## config.mk

```make
export PLATFORM = sky130hd
export DESIGN_NAME = comc_mode_ctrl
export DESIGN_NICKNAME = d
export VERILOG_FILES = /design/src/logic/comc_pkg.sv /design/src/logic/comc_bit_tick.sv /design/src/logic/comc_mode_ctrl.sv /design/src/logic/comc_rx_filter.sv
export VERILOG_INCLUDE_DIRS = /design/src /design/src/logic
export SDC_FILE = /design/constraint.sdc
export NUM_CORES = 1
export LEC_CHECK = 0
export BUFFER_PORTS_ARGS = -buffer_cell sky130_fd_sc_hd__buf_2
export CAP_MARGIN = 5
export CORE_MARGIN = 4
export CORE_UTILIZATION = 35
export CTS_BUF_LIST = sky130_fd_sc_hd__clkbuf_4 sky130_fd_sc_hd__clkbuf_8
export DETAILED_ROUTE_END_ITERATION = 8
export SYNTH_ARGS = -nofsm -noshare
export SYNTH_HDL_FRONTEND = slang
export SYNTH_SLANG_ARGS = --single-unit
```

## constraint.sdc

```tcl
create_clock -name mclk -period 2.16 [get_ports mclk]
set_clock_uncertainty 0.05 [all_clocks]
set_input_delay 0.108 -clock mclk [delete_from_list [all_inputs] [get_ports mclk]]
set_output_delay 0.108 -clock mclk [all_outputs]
set_load 0.01 [all_outputs]
```

## src/logic/comc_map.svh

```systemverilog
// Register offsets, field positions, reset values and counts of the CAN mode controller
`ifndef COMC_MAP_SVH
`define COMC_MAP_SVH

`define COMC_OFF_CTRL1 8'h00
`define COMC_OFF_CFG1 8'h04
`define COMC_OFF_CFG2 8'h08
`define COMC_OFF_STAT 8'h0C
`define COMC_OFF_TXCTL 8'h10
`define COMC_OFF_ERRCNT 8'h14

`define COMC_REQ_HI 10
`define COMC_REQ_LO 8
`define COMC_OPM_HI 7
`define COMC_OPM_LO 5
`define COMC_WAKFILT_BIT 14
`define COMC_TX_REQUEST_FLAG_BIT 3
`define COMC_TX_ABORTED_FLAG_BIT 6
`define COMC_WAKE_BIT 0
`define COMC_IDLE_BIT 1
`define COMC_PEND_BIT 2

`define COMC_MODE_NORMAL 3'h0
`define COMC_MODE_DISABLE 3'h1
`define COMC_MODE_LOOP 3'h2
`define COMC_MODE_LISTEN 3'h3
`define COMC_MODE_INIT 3'h4
`define COMC_MODE_LALL 3'h7

`define COMC_RESET_MODE 3'h4
`define COMC_CFG1_RESET 32'h0000_0009
`define COMC_CFG2_RESET 15'h0000
`define COMC_IDLE_BITS 4'hB
`define COMC_FILT_LEN 8
`define COMC_RESP_OKAY 2'h0
`define COMC_RESP_DECERR 2'h3

`endif

```

## src/logic/comc_pkg.sv

```systemverilog
// Types shared by the CAN mode controller
package comc_pkg;
   typedef enum logic [1:0] {TX_IDLE, TX_WAIT, TX_START, TX_SEND} comc_tx_state_type;
   typedef struct packed {
      logic [7:0] prescale;
      logic wake_filter_enable;
      logic [13:0] cfg2_rest;
   } comc_cfg_type;
endpackage

```

## src/logic/comc_bit_tick.sv

```systemverilog
// Bit-time enable pulse divider
`timescale 1ns/1ps
`default_nettype none
module comc_bit_tick #(
   parameter int W = 8
) (
   input wire logic mclk,
   input wire logic rst_n,
   input wire logic [W-1:0] div,
   output logic tick
);
   logic [W-1:0] cnt;
   wire logic wrap = (cnt >= div);

   always_ff @(posedge mclk or negedge rst_n) begin
      if (!rst_n) begin
         cnt <= '0;
         tick <= 1'b0;
      end else begin
         cnt <= wrap ? '0 : cnt + 1'b1;
         tick <= wrap;
      end
   end
endmodule
`default_nettype wire

```

## src/logic/comc_mode_ctrl.sv

```systemverilog
// CAN operating mode controller with AXI4-Lite registers
//
// Behaviour
// - Mode in effect reads back at bits 7:5
// - Mode change of an active module waits for eleven recessive idle bits
// - Initialization mode neither transmits nor receives
// - Entering initialization clears error counters, keeps flags
// - Configuration writes ignored outside initialization mode
// - No initialization entry during an ongoing transmission
// - Disable: silent, flags kept, counters held
// - Disable: receive activity sets wake flag
// - Code 001 requests disable after idle bus
// - Report shows 001 only once disabled
// - Disable releases pins to port function
// - Wake filter bit 14 low-passes receive line
// - First transmission waits eleven recessive bits
// - Disable during that wait aborts transmission
// - Code 000 selects normal mode on pins
// - Code 111 listens to all, ignoring errors
// - Listen only: passive, no ack, counters off
// - Loopback joins internal transmit to receive
//
// Local design decisions: the AXI4-Lite register port and the register addresses.
`timescale 1ns/1ps
`default_nettype none
`include "comc_map.svh"
module comc_mode_ctrl
   import comc_pkg::*;
#(
   parameter int AW = 8,
   parameter int FILT_LEN = `COMC_FILT_LEN
) (
   input wire logic mclk,
   input wire logic rst_n,
   input wire logic [AW-1:0] s_axi_awaddr,
   input wire logic s_axi_awvalid,
   output logic s_axi_awready,
   input wire logic [31:0] s_axi_wdata,
   input wire logic [3:0] s_axi_wstrb,
   input wire logic s_axi_wvalid,
   output logic s_axi_wready,
   output logic [1:0] s_axi_bresp,
   output logic s_axi_bvalid,
   input wire logic s_axi_bready,
   input wire logic [AW-1:0] s_axi_araddr,
   input wire logic s_axi_arvalid,
   output logic s_axi_arready,
   output logic [31:0] s_axi_rdata,
   output logic [1:0] s_axi_rresp,
   output logic s_axi_rvalid,
   input wire logic s_axi_rready,
   input wire logic bus_rx_pin,
   output logic bus_tx_pin,
   output logic bus_tx_pin_oe,
   output logic bus_pins_claimed,
   input wire logic cpu_sleep,
   input wire logic core_tx_bit,
   input wire logic core_tx_busy,
   input wire logic core_err_tx,
   input wire logic core_err_rx,
   output logic core_rx_bit,
   output logic core_tx_start,
   output logic core_tx_enable,
   output logic core_rx_enable,
   output logic core_ack_enable,
   output logic core_listen_all
);
   logic [2:0] req_mode;
   logic [2:0] op_mode;
   comc_cfg_type cfg;
   logic wake_flag;
   logic tx_request_flag;
   logic tx_aborted_flag;
   logic [7:0] tec;
   logic [7:0] rec;
   logic [3:0] idle_cnt;
   logic [3:0] wait_cnt;
   comc_tx_state_type tx_state;
   logic rx_meta;
   logic rx_sync;
   logic rx_filt;
   logic rx_prev;
   logic bit_tick;
   logic [AW-1:0] aw_addr;
   logic [31:0] w_data;
   logic [3:0] w_strb;
   logic aw_held;
   logic w_held;

   function automatic logic [31:0] merge(input logic [31:0] old, input logic [31:0] nw, input logic [3:0] be);
      logic [31:0] r;
      r = old;
      for (int i = 0; i < 4; i++) begin
         if (be[i]) begin
            r[8*i +: 8] = nw[8*i +: 8];
         end
      end
      return r;
   endfunction

   // Receive pin synchroniser
   always_ff @(posedge mclk or negedge rst_n) begin
      if (!rst_n) begin
         rx_meta <= 1'b1;
         rx_sync <= 1'b1;
      end else begin
         rx_meta <= bus_rx_pin;
         rx_sync <= rx_meta;
      end
   end

   comc_bit_tick #(.W(8)) u_tick (
      .mclk(mclk),
      .rst_n(rst_n),
      .div(cfg.prescale),
      .tick(bit_tick)
   );

   comc_rx_filter #(.LEN(FILT_LEN)) u_filt (
      .mclk(mclk),
      .rst_n(rst_n),
      .din(rx_sync),
      .dout(rx_filt)
   );

   // Mode decode
   wire logic in_init = (op_mode == `COMC_MODE_INIT);
   wire logic in_dis = (op_mode == `COMC_MODE_DISABLE);
   wire logic in_loop = (op_mode == `COMC_MODE_LOOP);
   wire logic in_listen = (op_mode == `COMC_MODE_LISTEN);
   wire logic in_lall = (op_mode == `COMC_MODE_LALL);
   wire logic active = !in_init && !in_dis;
   wire logic may_tx = (op_mode == `COMC_MODE_NORMAL) || in_loop;
   wire logic req_valid = (req_mode <= `COMC_MODE_INIT) || (req_mode == `COMC_MODE_LALL);
   wire logic pending = (req_mode != op_mode) && req_valid;
   // Inside the module the receive path sees the transmit path in loopback
   wire logic rx_int = in_loop ? core_tx_bit : rx_sync;
   // Filtered line used only for wake detection while asleep or disabled
   wire logic use_filt = cfg.wake_filter_enable && (cpu_sleep || in_dis);
   wire logic rx_wake = use_filt ? rx_filt : rx_sync;
   wire logic wake_edge = rx_prev && !rx_wake;
   wire logic bus_idle = (idle_cnt == `COMC_IDLE_BITS);
   wire logic idle_ok = !active || bus_idle;
   wire logic init_ok = !core_tx_busy && (tx_state != TX_SEND) && (tx_state != TX_START);
   wire logic change_ok = pending && idle_ok && ((req_mode != `COMC_MODE_INIT) || init_ok);
   wire logic [2:0] next_mode = change_ok ? req_mode : op_mode;
   wire logic abort_now = (tx_state == TX_WAIT) && (req_mode == `COMC_MODE_DISABLE);
   wire logic counters_on = !in_dis && !in_listen && !in_init;

   // Bus write and read address decode
   wire logic wr_fire = aw_held && w_held && !s_axi_bvalid;
   wire logic [AW-1:0] wa = aw_addr;
   wire logic wr_ctrl = wr_fire && (wa == AW'(`COMC_OFF_CTRL1));
   wire logic wr_cfg1 = wr_fire && (wa == AW'(`COMC_OFF_CFG1)) && in_init;
   wire logic wr_cfg2 = wr_fire && (wa == AW'(`COMC_OFF_CFG2)) && in_init;
   wire logic wr_stat = wr_fire && (wa == AW'(`COMC_OFF_STAT));
   wire logic wr_txc = wr_fire && (wa == AW'(`COMC_OFF_TXCTL));
   wire logic wr_known = (wa == AW'(`COMC_OFF_CTRL1)) || (wa == AW'(`COMC_OFF_CFG1)) ||
      (wa == AW'(`COMC_OFF_CFG2)) || (wa == AW'(`COMC_OFF_STAT)) ||
      (wa == AW'(`COMC_OFF_TXCTL)) || (wa == AW'(`COMC_OFF_ERRCNT));
   wire logic [31:0] wm = merge(32'h0000_0000, w_data, w_strb);
   wire logic [31:0] ctrl_word = {21'h00_0000, req_mode, op_mode, 5'h00};
   wire logic [31:0] cfg1_word = {24'h00_0000, cfg.prescale};
   wire logic [31:0] cfg2_word = {17'h0_0000, cfg.wake_filter_enable, cfg.cfg2_rest};
   wire logic [31:0] stat_word = {29'h0000_0000, pending, bus_idle, wake_flag};
   wire logic [31:0] txc_word = {25'h000_0000, tx_aborted_flag, 2'h0, tx_request_flag, 3'h0};
   wire logic [31:0] err_word = {16'h0000, rec, tec};
   wire logic [AW-1:0] ra = s_axi_araddr;
   wire logic rd_known = (ra == AW'(`COMC_OFF_CTRL1)) || (ra == AW'(`COMC_OFF_CFG1)) ||
      (ra == AW'(`COMC_OFF_CFG2)) || (ra == AW'(`COMC_OFF_STAT)) ||
      (ra == AW'(`COMC_OFF_TXCTL)) || (ra == AW'(`COMC_OFF_ERRCNT));
   wire logic [31:0] rd_word =
      (ra == AW'(`COMC_OFF_CTRL1)) ? ctrl_word :
      (ra == AW'(`COMC_OFF_CFG1)) ? cfg1_word :
      (ra == AW'(`COMC_OFF_CFG2)) ? cfg2_word :
      (ra == AW'(`COMC_OFF_STAT)) ? stat_word :
      (ra == AW'(`COMC_OFF_TXCTL)) ? txc_word :
      (ra == AW'(`COMC_OFF_ERRCNT)) ? err_word : 32'h0000_0000;
   wire logic [31:0] new_ctrl = merge(ctrl_word, w_data, w_strb);
   wire logic [31:0] new_cfg1 = merge(cfg1_word, w_data, w_strb);
   wire logic [31:0] new_cfg2 = merge(cfg2_word, w_data, w_strb);

   // Write channel capture, in either order
   always_ff @(posedge mclk or negedge rst_n) begin
      if (!rst_n) begin
         aw_held <= 1'b0;
         w_held <= 1'b0;
         aw_addr <= '0;
         w_data <= 32'h0000_0000;
         w_strb <= 4'h0;
         s_axi_bvalid <= 1'b0;
         s_axi_bresp <= `COMC_RESP_OKAY;
      end else begin
         if (s_axi_awvalid && s_axi_awready) begin
            aw_held <= 1'b1;
            aw_addr <= s_axi_awaddr;
         end
         if (s_axi_wvalid && s_axi_wready) begin
            w_held <= 1'b1;
            w_data <= s_axi_wdata;
            w_strb <= s_axi_wstrb;
         end
         if (wr_fire) begin
            aw_held <= 1'b0;
            w_held <= 1'b0;
            s_axi_bvalid <= 1'b1;
            s_axi_bresp <= wr_known ? `COMC_RESP_OKAY : `COMC_RESP_DECERR;
         end else if (s_axi_bready) begin
            s_axi_bvalid <= 1'b0;
         end
      end
   end

   assign s_axi_awready = !aw_held && !s_axi_bvalid;
   assign s_axi_wready = !w_held && !s_axi_bvalid;

   // Read channel
   always_ff @(posedge mclk or negedge rst_n) begin
      if (!rst_n) begin
         s_axi_rvalid <= 1'b0;
         s_axi_rdata <= 32'h0000_0000;
         s_axi_rresp <= `COMC_RESP_OKAY;
      end else if (s_axi_arvalid && s_axi_arready) begin
         s_axi_rvalid <= 1'b1;
         s_axi_rdata <= rd_word;
         s_axi_rresp <= rd_known ? `COMC_RESP_OKAY : `COMC_RESP_DECERR;
      end else if (s_axi_rready) begin
         s_axi_rvalid <= 1'b0;
      end
   end

   assign s_axi_arready = !s_axi_rvalid;

   // Mode request, reported mode and locked configuration
   always_ff @(posedge mclk or negedge rst_n) begin
      if (!rst_n) begin
         req_mode <= `COMC_RESET_MODE;
         op_mode <= `COMC_RESET_MODE;
         cfg.prescale <= 8'(`COMC_CFG1_RESET);
         cfg.wake_filter_enable <= 1'b0;
         cfg.cfg2_rest <= 14'(`COMC_CFG2_RESET);
      end else begin
         if (wr_ctrl) begin
            req_mode <= new_ctrl[`COMC_REQ_HI:`COMC_REQ_LO];
         end
         op_mode <= next_mode;
         if (wr_cfg1) begin
            cfg.prescale <= new_cfg1[7:0];
         end
         if (wr_cfg2) begin
            cfg.wake_filter_enable <= new_cfg2[`COMC_WAKFILT_BIT];
            cfg.cfg2_rest <= new_cfg2[13:0];
         end
      end
   end

   // Idle counter of recessive bits and wake flag
   always_ff @(posedge mclk or negedge rst_n) begin
      if (!rst_n) begin
         idle_cnt <= 4'h0;
         rx_prev <= 1'b1;
         wake_flag <= 1'b0;
      end else begin
         rx_prev <= rx_wake;
         if (bit_tick) begin
            if (!rx_int) begin
               idle_cnt <= 4'h0;
            end else if (!bus_idle) begin
               idle_cnt <= idle_cnt + 4'h1;
            end
         end
         if (in_dis && wake_edge) begin
            wake_flag <= 1'b1;
         end else if (wr_stat && wm[`COMC_WAKE_BIT]) begin
            wake_flag <= 1'b0;
         end
      end
   end

   // Error counters
   always_ff @(posedge mclk or negedge rst_n) begin
      if (!rst_n) begin
         tec <= 8'h00;
         rec <= 8'h00;
      end else if (next_mode == `COMC_MODE_INIT && !in_init) begin
         tec <= 8'h00;
         rec <= 8'h00;
      end else if (counters_on && !in_lall) begin
         if (core_err_tx && tec != 8'hFF) begin
            tec <= tec + 8'h01;
         end
         if (core_err_rx && rec != 8'hFF) begin
            rec <= rec + 8'h01;
         end
      end
   end

   // Transmit request sequencing
   always_ff @(posedge mclk or negedge rst_n) begin
      if (!rst_n) begin
         tx_state <= TX_IDLE;
         wait_cnt <= 4'h0;
         tx_request_flag <= 1'b0;
         tx_aborted_flag <= 1'b0;
         core_tx_start <= 1'b0;
      end else begin
         core_tx_start <= 1'b0;
         if (wr_txc) begin
            tx_request_flag <= wm[`COMC_TX_REQUEST_FLAG_BIT];
            if (wm[`COMC_TX_ABORTED_FLAG_BIT]) begin
               tx_aborted_flag <= 1'b0;
            end
         end
         unique case (tx_state)
            TX_IDLE: begin
               wait_cnt <= 4'h0;
               if (tx_request_flag && may_tx && !pending) begin
                  tx_state <= TX_WAIT;
               end
            end
            TX_WAIT: begin
               if (abort_now) begin
                  tx_state <= TX_IDLE;
                  tx_aborted_flag <= 1'b1;
                  tx_request_flag <= 1'b0;
               end else if (!may_tx || !tx_request_flag) begin
                  tx_state <= TX_IDLE;
               end else if (wait_cnt == `COMC_IDLE_BITS) begin
                  tx_state <= TX_START;
                  core_tx_start <= 1'b1;
               end else if (bit_tick) begin
                  wait_cnt <= rx_int ? wait_cnt + 4'h1 : 4'h0;
               end
            end
            TX_START: begin
               if (core_tx_busy) begin
                  tx_state <= TX_SEND;
               end
            end
            TX_SEND: begin
               if (!core_tx_busy) begin
                  tx_state <= TX_IDLE;
                  tx_request_flag <= 1'b0;
               end
            end
         endcase
      end
   end

   // Pin and protocol engine controls
   always_ff @(posedge mclk or negedge rst_n) begin
      if (!rst_n) begin
         bus_tx_pin <= 1'b1;
         bus_tx_pin_oe <= 1'b0;
         bus_pins_claimed <= 1'b0;
         core_rx_bit <= 1'b1;
         core_tx_enable <= 1'b0;
         core_rx_enable <= 1'b0;
         core_ack_enable <= 1'b0;
         core_listen_all <= 1'b0;
      end else begin
         bus_tx_pin <= (op_mode == `COMC_MODE_NORMAL) ? core_tx_bit : 1'b1;
         bus_tx_pin_oe <= (op_mode == `COMC_MODE_NORMAL) || in_lall;
         bus_pins_claimed <= !in_dis && !in_loop;
         core_rx_bit <= rx_int;
         core_tx_enable <= may_tx;
         core_rx_enable <= active;
         core_ack_enable <= (op_mode == `COMC_MODE_NORMAL) || in_loop;
         core_listen_all <= in_lall;
      end
   end
endmodule
`default_nettype wire

```

## src/logic/comc_rx_filter.sv

```systemverilog
// Low-pass filter for the receive line: a level must hold LEN cycles to pass
`timescale 1ns/1ps
`default_nettype none
module comc_rx_filter #(
   parameter int LEN = 8
) (
   input wire logic mclk,
   input wire logic rst_n,
   input wire logic din,
   output logic dout
);
   logic [$clog2(LEN+1)-1:0] run;

   always_ff @(posedge mclk or negedge rst_n) begin
      if (!rst_n) begin
         run <= '0;
         dout <= 1'b1;
      end else if (din == dout) begin
         run <= '0;
      end else if (run == ($clog2(LEN+1))'(LEN - 1)) begin
         run <= '0;
         dout <= din;
      end else begin
         run <= run + 1'b1;
      end
   end
endmodule
`default_nettype wire

```

# == Word-level counts from Yosys, hierarchy flattened ==
# Index checks and enable logic that the tools add are counted.
# word_totals
ff_bits,148
input_bits,65
out_inout_bits,50
wordCells,236
# op_classes
n_eq_ne,40
bitwise,1
reduce_logical,89
magnitude_cmp,2
mux,59
n_addsub,6
# ops
op,n
2-to-1 mux 16 bit,6
2-to-1 mux 8 bit,7
2-to-1 mux 4 bit,9
logical AND 1 bit,34
equality test 8 x 4 -> 1 bit (second input constant),4
equality test 8 x 5 -> 1 bit (second input constant),4
adder 8 x 1 -> 8 bit (second input constant),3
2-to-1 mux 1 bit,24
!= test 2 bit (second input constant),9
nonzero test 2 bit,9
logical OR 1 bit,17
equality test 8 x 3 -> 1 bit (second input constant),2
logical NOT 8 bit,2
2-to-1 mux 2 bit,8
!= test 8 bit (second input constant),2
AND reduction 2 bit,8
logical NOT 1 bit,15
adder 4 x 1 -> 4 bit (second input constant),3
equality test 3 bit (second input constant),4
equality test 4 bit (second input constant),2
greater-or-equal comparator 8 bit,1
case mux 2 bit (4 select lines),1
case mux 4 bit (2 select lines),1
2-to-1 mux 7 bit,1
other kinds (18),21

# == Longest topological paths before layout ==
# logic_depth
depth_word,12
mapped_depth,7
depth_no_buf,7

# == Modules after synthesis ==
# From an unflattened synthesis, not the netlist that was laid out.
# unflattened
hier_cells,581
hier_area_um2,6343.6
# by_module_without_submodules
mod,instances,area_each_um2,seq_area_each_um2,cells_each
comc_mode_ctrl,1,5544.1,2914.0,508
comc_bit_tick,1,580.6,225.2,55
comc_rx_filter,1,219.0,126.4,18

# == Worst setup path before layout ==
# OpenSTA, ideal clock, no wires.
# synth_timing
path_kind,register to register
start,reg op_mode[2]
end,reg rec[7]
path_stages_with_launch,7
arrival_ns,2.146
setup_ns,0.078
path_slack_ns,-0.114
path_cell_list,dfstp_2 -> clkbuf_1 -> nor2b_1 -> xnor2_4 -> nand3_1 -> or4_1 -> a21oi_1
# synth_via
elab_chain_cells,12
elab_cells_between_ends,25
cone_classes,eq/ne: 6; mux: 2; reduce/logical: 17
# synth_lines
item,line,text
start: declaration,comc_mode_ctrl.sv:69,logic [2:0] op_mode;
start signal: assignment,comc_mode_ctrl.sv:238,op_mode <= `COMC_RESET_MODE;
start signal: assignment,comc_mode_ctrl.sv:246,op_mode <= next_mode;
equality test 3 bit (no line) / equality test 3 x 1 -> 1 bit (equally long branches),-,
"logical NOT 1 bit, on equally long branches","comc_mode_ctrl.sv:132, comc_mode_ctrl.sv:148, comc_mode_ctrl.sv:285",
logical AND 1 bit,comc_mode_ctrl.sv:132,wire logic active = !in_init && !in_dis;
logical NOT 1 bit,comc_mode_ctrl.sv:143,wire logic idle_ok = !active || bus_idle;
logical OR 1 bit,comc_mode_ctrl.sv:143,
logical AND 1 bit (2 in series),comc_mode_ctrl.sv:145,wire logic change_ok = pending && idle_ok && ((req_mode != `COMC_MODE_INIT) || init_ok);
2-to-1 mux 3 bit,comc_mode_ctrl.sv:146,wire logic [2:0] next_mode = change_ok ? req_mode : op_mode;
equality test 3 bit (no line),-,
logical AND 1 bit,comc_mode_ctrl.sv:285,end else if (next_mode == `COMC_MODE_INIT && !in_init) begin
nonzero test 2 bit (no line),-,
AND reduction 2 bit (no line),-,
end signal: assignment,comc_mode_ctrl.sv:293,rec <= rec + 8'h01;
end: declaration,comc_mode_ctrl.sv:75,logic [7:0] rec;
# Parallel ways exist; a longest one is shown, timed or not.
# A chain may end at the register's enable or synchronous reset.

# == Worst setup path in the final report ==
# layout_timing
start,reg op_mode[2]
end,reg op_mode[0]
# layout_via
elab_chain_cells,8
elab_cells_between_ends,12
cone_classes,eq/ne: 3; mux: 1; reduce/logical: 8
# layout_lines
item,line
equality test 3 bit (no line) / equality test 3 x 1 -> 1 bit (equally long branches),-
logical NOT 1 bit,comc_mode_ctrl.sv:132
logical AND 1 bit,comc_mode_ctrl.sv:132
logical NOT 1 bit,comc_mode_ctrl.sv:143
logical OR 1 bit,comc_mode_ctrl.sv:143
logical AND 1 bit (*) (2 in series),comc_mode_ctrl.sv:145
2-to-1 mux 3 bit (*),comc_mode_ctrl.sv:146
named net next_mode[0],comc_mode_ctrl.sv:146
# The timed path passes the listed nets; every way through them passes the cells marked *.

==> run summary <==
The highest net fanout along the worst path is 9. The number of pins with negative max-slew slack in the final report came to 0. The area overhead of the layout relative to synthesis is 25.21%. The total I/O pin count is 115.

The main combinational cell family by area after synthesis is simple AND/OR/NAND/NOR gates. The number of global-route vias before repair came to approximately 4900. Walking the worst path, the cells encountered are buf_4 -> and3_1 -> o221ai_1 -> o311ai_4 -> nor3_2 -> mux2_2. The slew at the pin closest to its max-slew limit came out at 0.6132 ns.

The max-cap check violation count came out at 0. The cell count after synthesis is 570. The synthesized netlist devotes 10.23% of its cell area to compound gates. The sum of buffers and inverters on the critical path is 1. The cell area after synthesis came out at 6357 µm². The count of filler cells inserted in the layout is ~1700. The run finished with clean final reports. The row count came out at between 40 and 50. The Yosys step of the flow raised 0 warnings. For this run, the leading register cell type out of synthesis is dfrtp_1.

The clock tree buffer depth is 2. The largest total area in the synthesized netlist belongs to dfrtp_1. VDD sags by at most roughly 0.61 mV.

The post-route DRC violation count is 0. The delay of the slowest cell on the worst path came out at approximately 0.43 ns. After routing the design area is around 8000 µm². The fraction of synthesized cell area in xor and xnor cells came out at under 10%.

The required time of the critical path is 2.43 ns. Yosys attributes the largest share of cell area to dfrtp_1, mux2_2, dfstp_2. The proportion of synthesized chip area in sequential cells came out at around 51%.

The number of cells in the design after placement is between 800 and 900. The detailed placer's ending HPWL is roughly 11000 µm. The count of cells along the worst register-to-register path is 6. The count of endpoints failing setup in the final report came out at 0. After Yosys synthesis, and, or, nand and nor cells account for between 10% and 20% of the synthesized area.

Registers take about 3300 µm². The number of logic stages on the critical path including buffering is 6. The power per standard cell area is between 900 and 1000 nW/µm². The relative max-transition margin is 58.87%. The number of storage elements in the synthesis netlist came out at between 100 and 150.

The number of nets still failing antenna checks after routing came out at 0. The startpoint of the lowest-slack register-to-register path is op_mode[2]. Of the available clock period, the critical path in the final layout requires between 90% and 100%. The wire length per cell after detailed routing came out at ~16 µm. The via count normalized by instance count is 5.065. In this run the clock root is driven by a clkbuf_8. On the critical path, the stage with the largest delay is an instance of dfstp_2.

In this run the number of H-tree levels came out at 4. The static leakage power came out at 3.647 nW. For this run, the number of standard cells in the final layout without fillers is 945. The count of inserted antenna diode cells is 0. In this run, the number of DRC markers left after iteration 0 of detailed routing was approximately 290.

The clock-pin slew reported for the worst setup and hold paths after clock tree synthesis came out at 0.08 ns. The highest clock rate came out at roughly 480 MHz. The area share of fa/ha/maj cells after synthesis is about 2.8%. The core box area came out at roughly 18000 µm². The data arrival time of the critical path came out at roughly 2.4 ns.

The first-pass detailed-route iteration total came out at 5. At the end of routability-driven placement, the weighted congestion stood at 0.8888. The floorplan step defined a die boundary enclosing between 20000 and 25000 µm².

The class of the worst hold path is input pin to asynchronous set/reset pin. For this configuration, the core starts out at a cell density of a little over a third. The kind of cell with the highest combined delay along the critical path is simple AND/OR/NAND/NOR gates. The per-instance average area after synthesis came out at 11.15 µm². STA classifies the critical path startpoint as a flop.

The category of the critical setup timing path is flop to flop. The die is 142.8 µm wide. The via total after detailed routing came out at approximately 4800. The clock network latency to the later pin of the worst-skew pair is between 0.4 and 0.5 ns. The fraction of registers with async set or reset after synthesis came out at 100.0%.

Yosys mapped a number of flops with a built-in enable equal to 0. Tracing the worst setup path back leads to its startpoint at op_mode[2]. The portion of netlist area occupied by mux cells is 11.59%. The post-route netlist has approximately a third of its cells at a drive strength greater than 1. The share of synthesized area in the top cell type comes to a little under half. The clock tree from TritonCTS is yes. The combined area of the multi-input logic cells came out at roughly 2900 µm². The minimum clock period is 2.093 ns. Entering global routing, the biggest net connects 59 pins. The endpoint identified for the worst register-to-register timing path is op_mode[0]. The number of endpoints with negative hold slack in the final report was 0. The setup check on the worst reg-to-reg path leaves a slack of around 0.067 ns. The commonest cells after synthesis are dfrtp_1, mux2_2, nand2_1, nor2_1, o21ai_0. The number of buffers inserted during clock tree synthesis is 17. The distinct cell type count after synthesis is 65. The instance area after placement came out at 7068 µm².

The initial antenna violation count came out at 0. In this run the worst setup path terminates at op_mode[0]. The die height came out at 142.8 µm.

The number of nets in the final layout is 782. The final layout contains routed wiring with a total length of about 15000 µm. In the post-synthesis netlist, the cell with the most instances is dfrtp_1. The number of buffers added on ports is ~80. The first global-routing pass estimated 24640 µm of wire. For this run the aggregate overflow at the end of global routing stands at 0.

The endpoint kind of the worst setup timing path is a flop. The clock sink count came out at 130. The total track usage is between 10% and 20%.
-- kinds of logic after synthesis --
| family | Yosys count |
|---|---|
| XOR/XNOR | 19 |
| other | 1 |
| AND/OR/NAND/NOR | 183 |
| AO/OA/AOI/OAI | 103 |
| buffers and inverters | 54 |
| multiplexers | 66 |
| adder cells (fa/ha/maj) | 14 |
| flip-flops | 130 |
-- stage by stage --
step	hold WS, ns	power [mW]	setup TNS, ns	util [%]	setup WS (ns)
after floorplan	-0.2376	4.466	0	-	0.0006912
after global routing	0.09765	7.949	-0.001629	44.46	-0.001629
after detailed placement	0.03944	5.037	-0.9042	39.48	-0.1099
final	0.1076	7.527	0	44.46	0.06704
after global placement	0.02981	4.953	-0.3080	39.48	-0.04144
after CTS	0.08858	7.588	0	44.25	0.002232
-- area by class of cell --
type	instances	share of cell area, %
clock buffers	23	3.820
clock inverters	9	2.201
inverters	15	0.7073
multi-input cells	401	36.64
flip-flops and latches	130	41.06
well taps	229	3.600
repair buffers	138	11.98
-- how the worst min path moves through the flow --
stage               startpoint                         end  slack (ns)  cells after the start
floorplan                rst_n  asynchronous set/reset pin       -0.24                      0
global placement         rst_n               bus_tx_pin_oe        0.03                      1
detailed placement       rst_n                  w_data[10]        0.04                      1
CTS                      rst_n             core_listen_all        0.09                      2
global route         cpu_sleep                     rx_prev         0.1                      3
finish                   rst_n               bus_tx_pin_oe        0.11                      2
-- cell usage in the layout (no fill, tap or decap), types with 6 or more instances in the layout --
cell type,netlist,routed
inv_1,15,15
nor2_1,37,37
and2_1,7,7
a22oi_1,6,6
nand4_1,12,12
nand3_1,20,20
dfrtp_1,120,118
or3_1,6,6
mux2_2,57,56
nor3_1,7,7
dfstp_2,10,10
buf_2,2,78
xor2_1,14,14
nand2_1,39,39
ha_1,14,14
and3_1,6,6
a21oi_1,28,28
nand2b_1,7,7
buf_4,21,23
mux2i_1,8,7
clkbuf_8,0,21
o21ai_0,35,35
a22o_1,7,7
dlygate4sd3_1,0,35
conb_1,1,16
nor2b_1,8,7
-- state kept, by name (all words and copies together) (netlist names), 2 cells and up, named ones only --
register     cells
cfg             23
s_axi_rdata     16
w_data          15
aw_addr          8
rec              8
tec              8
u_tick.cnt       8
idle_cnt         4
u_filt.run       4
wait_cnt         4
op_mode          3
req_mode         3
w_strb           2
-- timing repair --
item / in CTS / in global routing
gates cloned: 0 / 0
pin swaps: 2 / 5
gates resized for setup: 4 / 5
setup buffers: 0 / 2
setup endpoints to repair: 31 / 33
endpoints found under the hold margin: 119 / 0
hold buffers: 35 / 0
-- report_power, final --
| group | switching, mW | internal (mW) | leakage (nW) |
|---|---|---|---|
| clock network | 0.934 | 1.52 | 0.239 |
| logic | 0.730 | 0.796 | 1.77 |
| registers | 0.597 | 2.95 | 1.64 |
-- per-layer routing --
layer	wire [µm]	GRT usage, %	vias up
met1	7040	20.36	2353
li1	-	-	2281
met2	7152	24.43	134
met5	0	0	-
met4	232	5.503	0
met3	757	3.617	18
No activity file was read; power rests on OpenSTA's default activity.
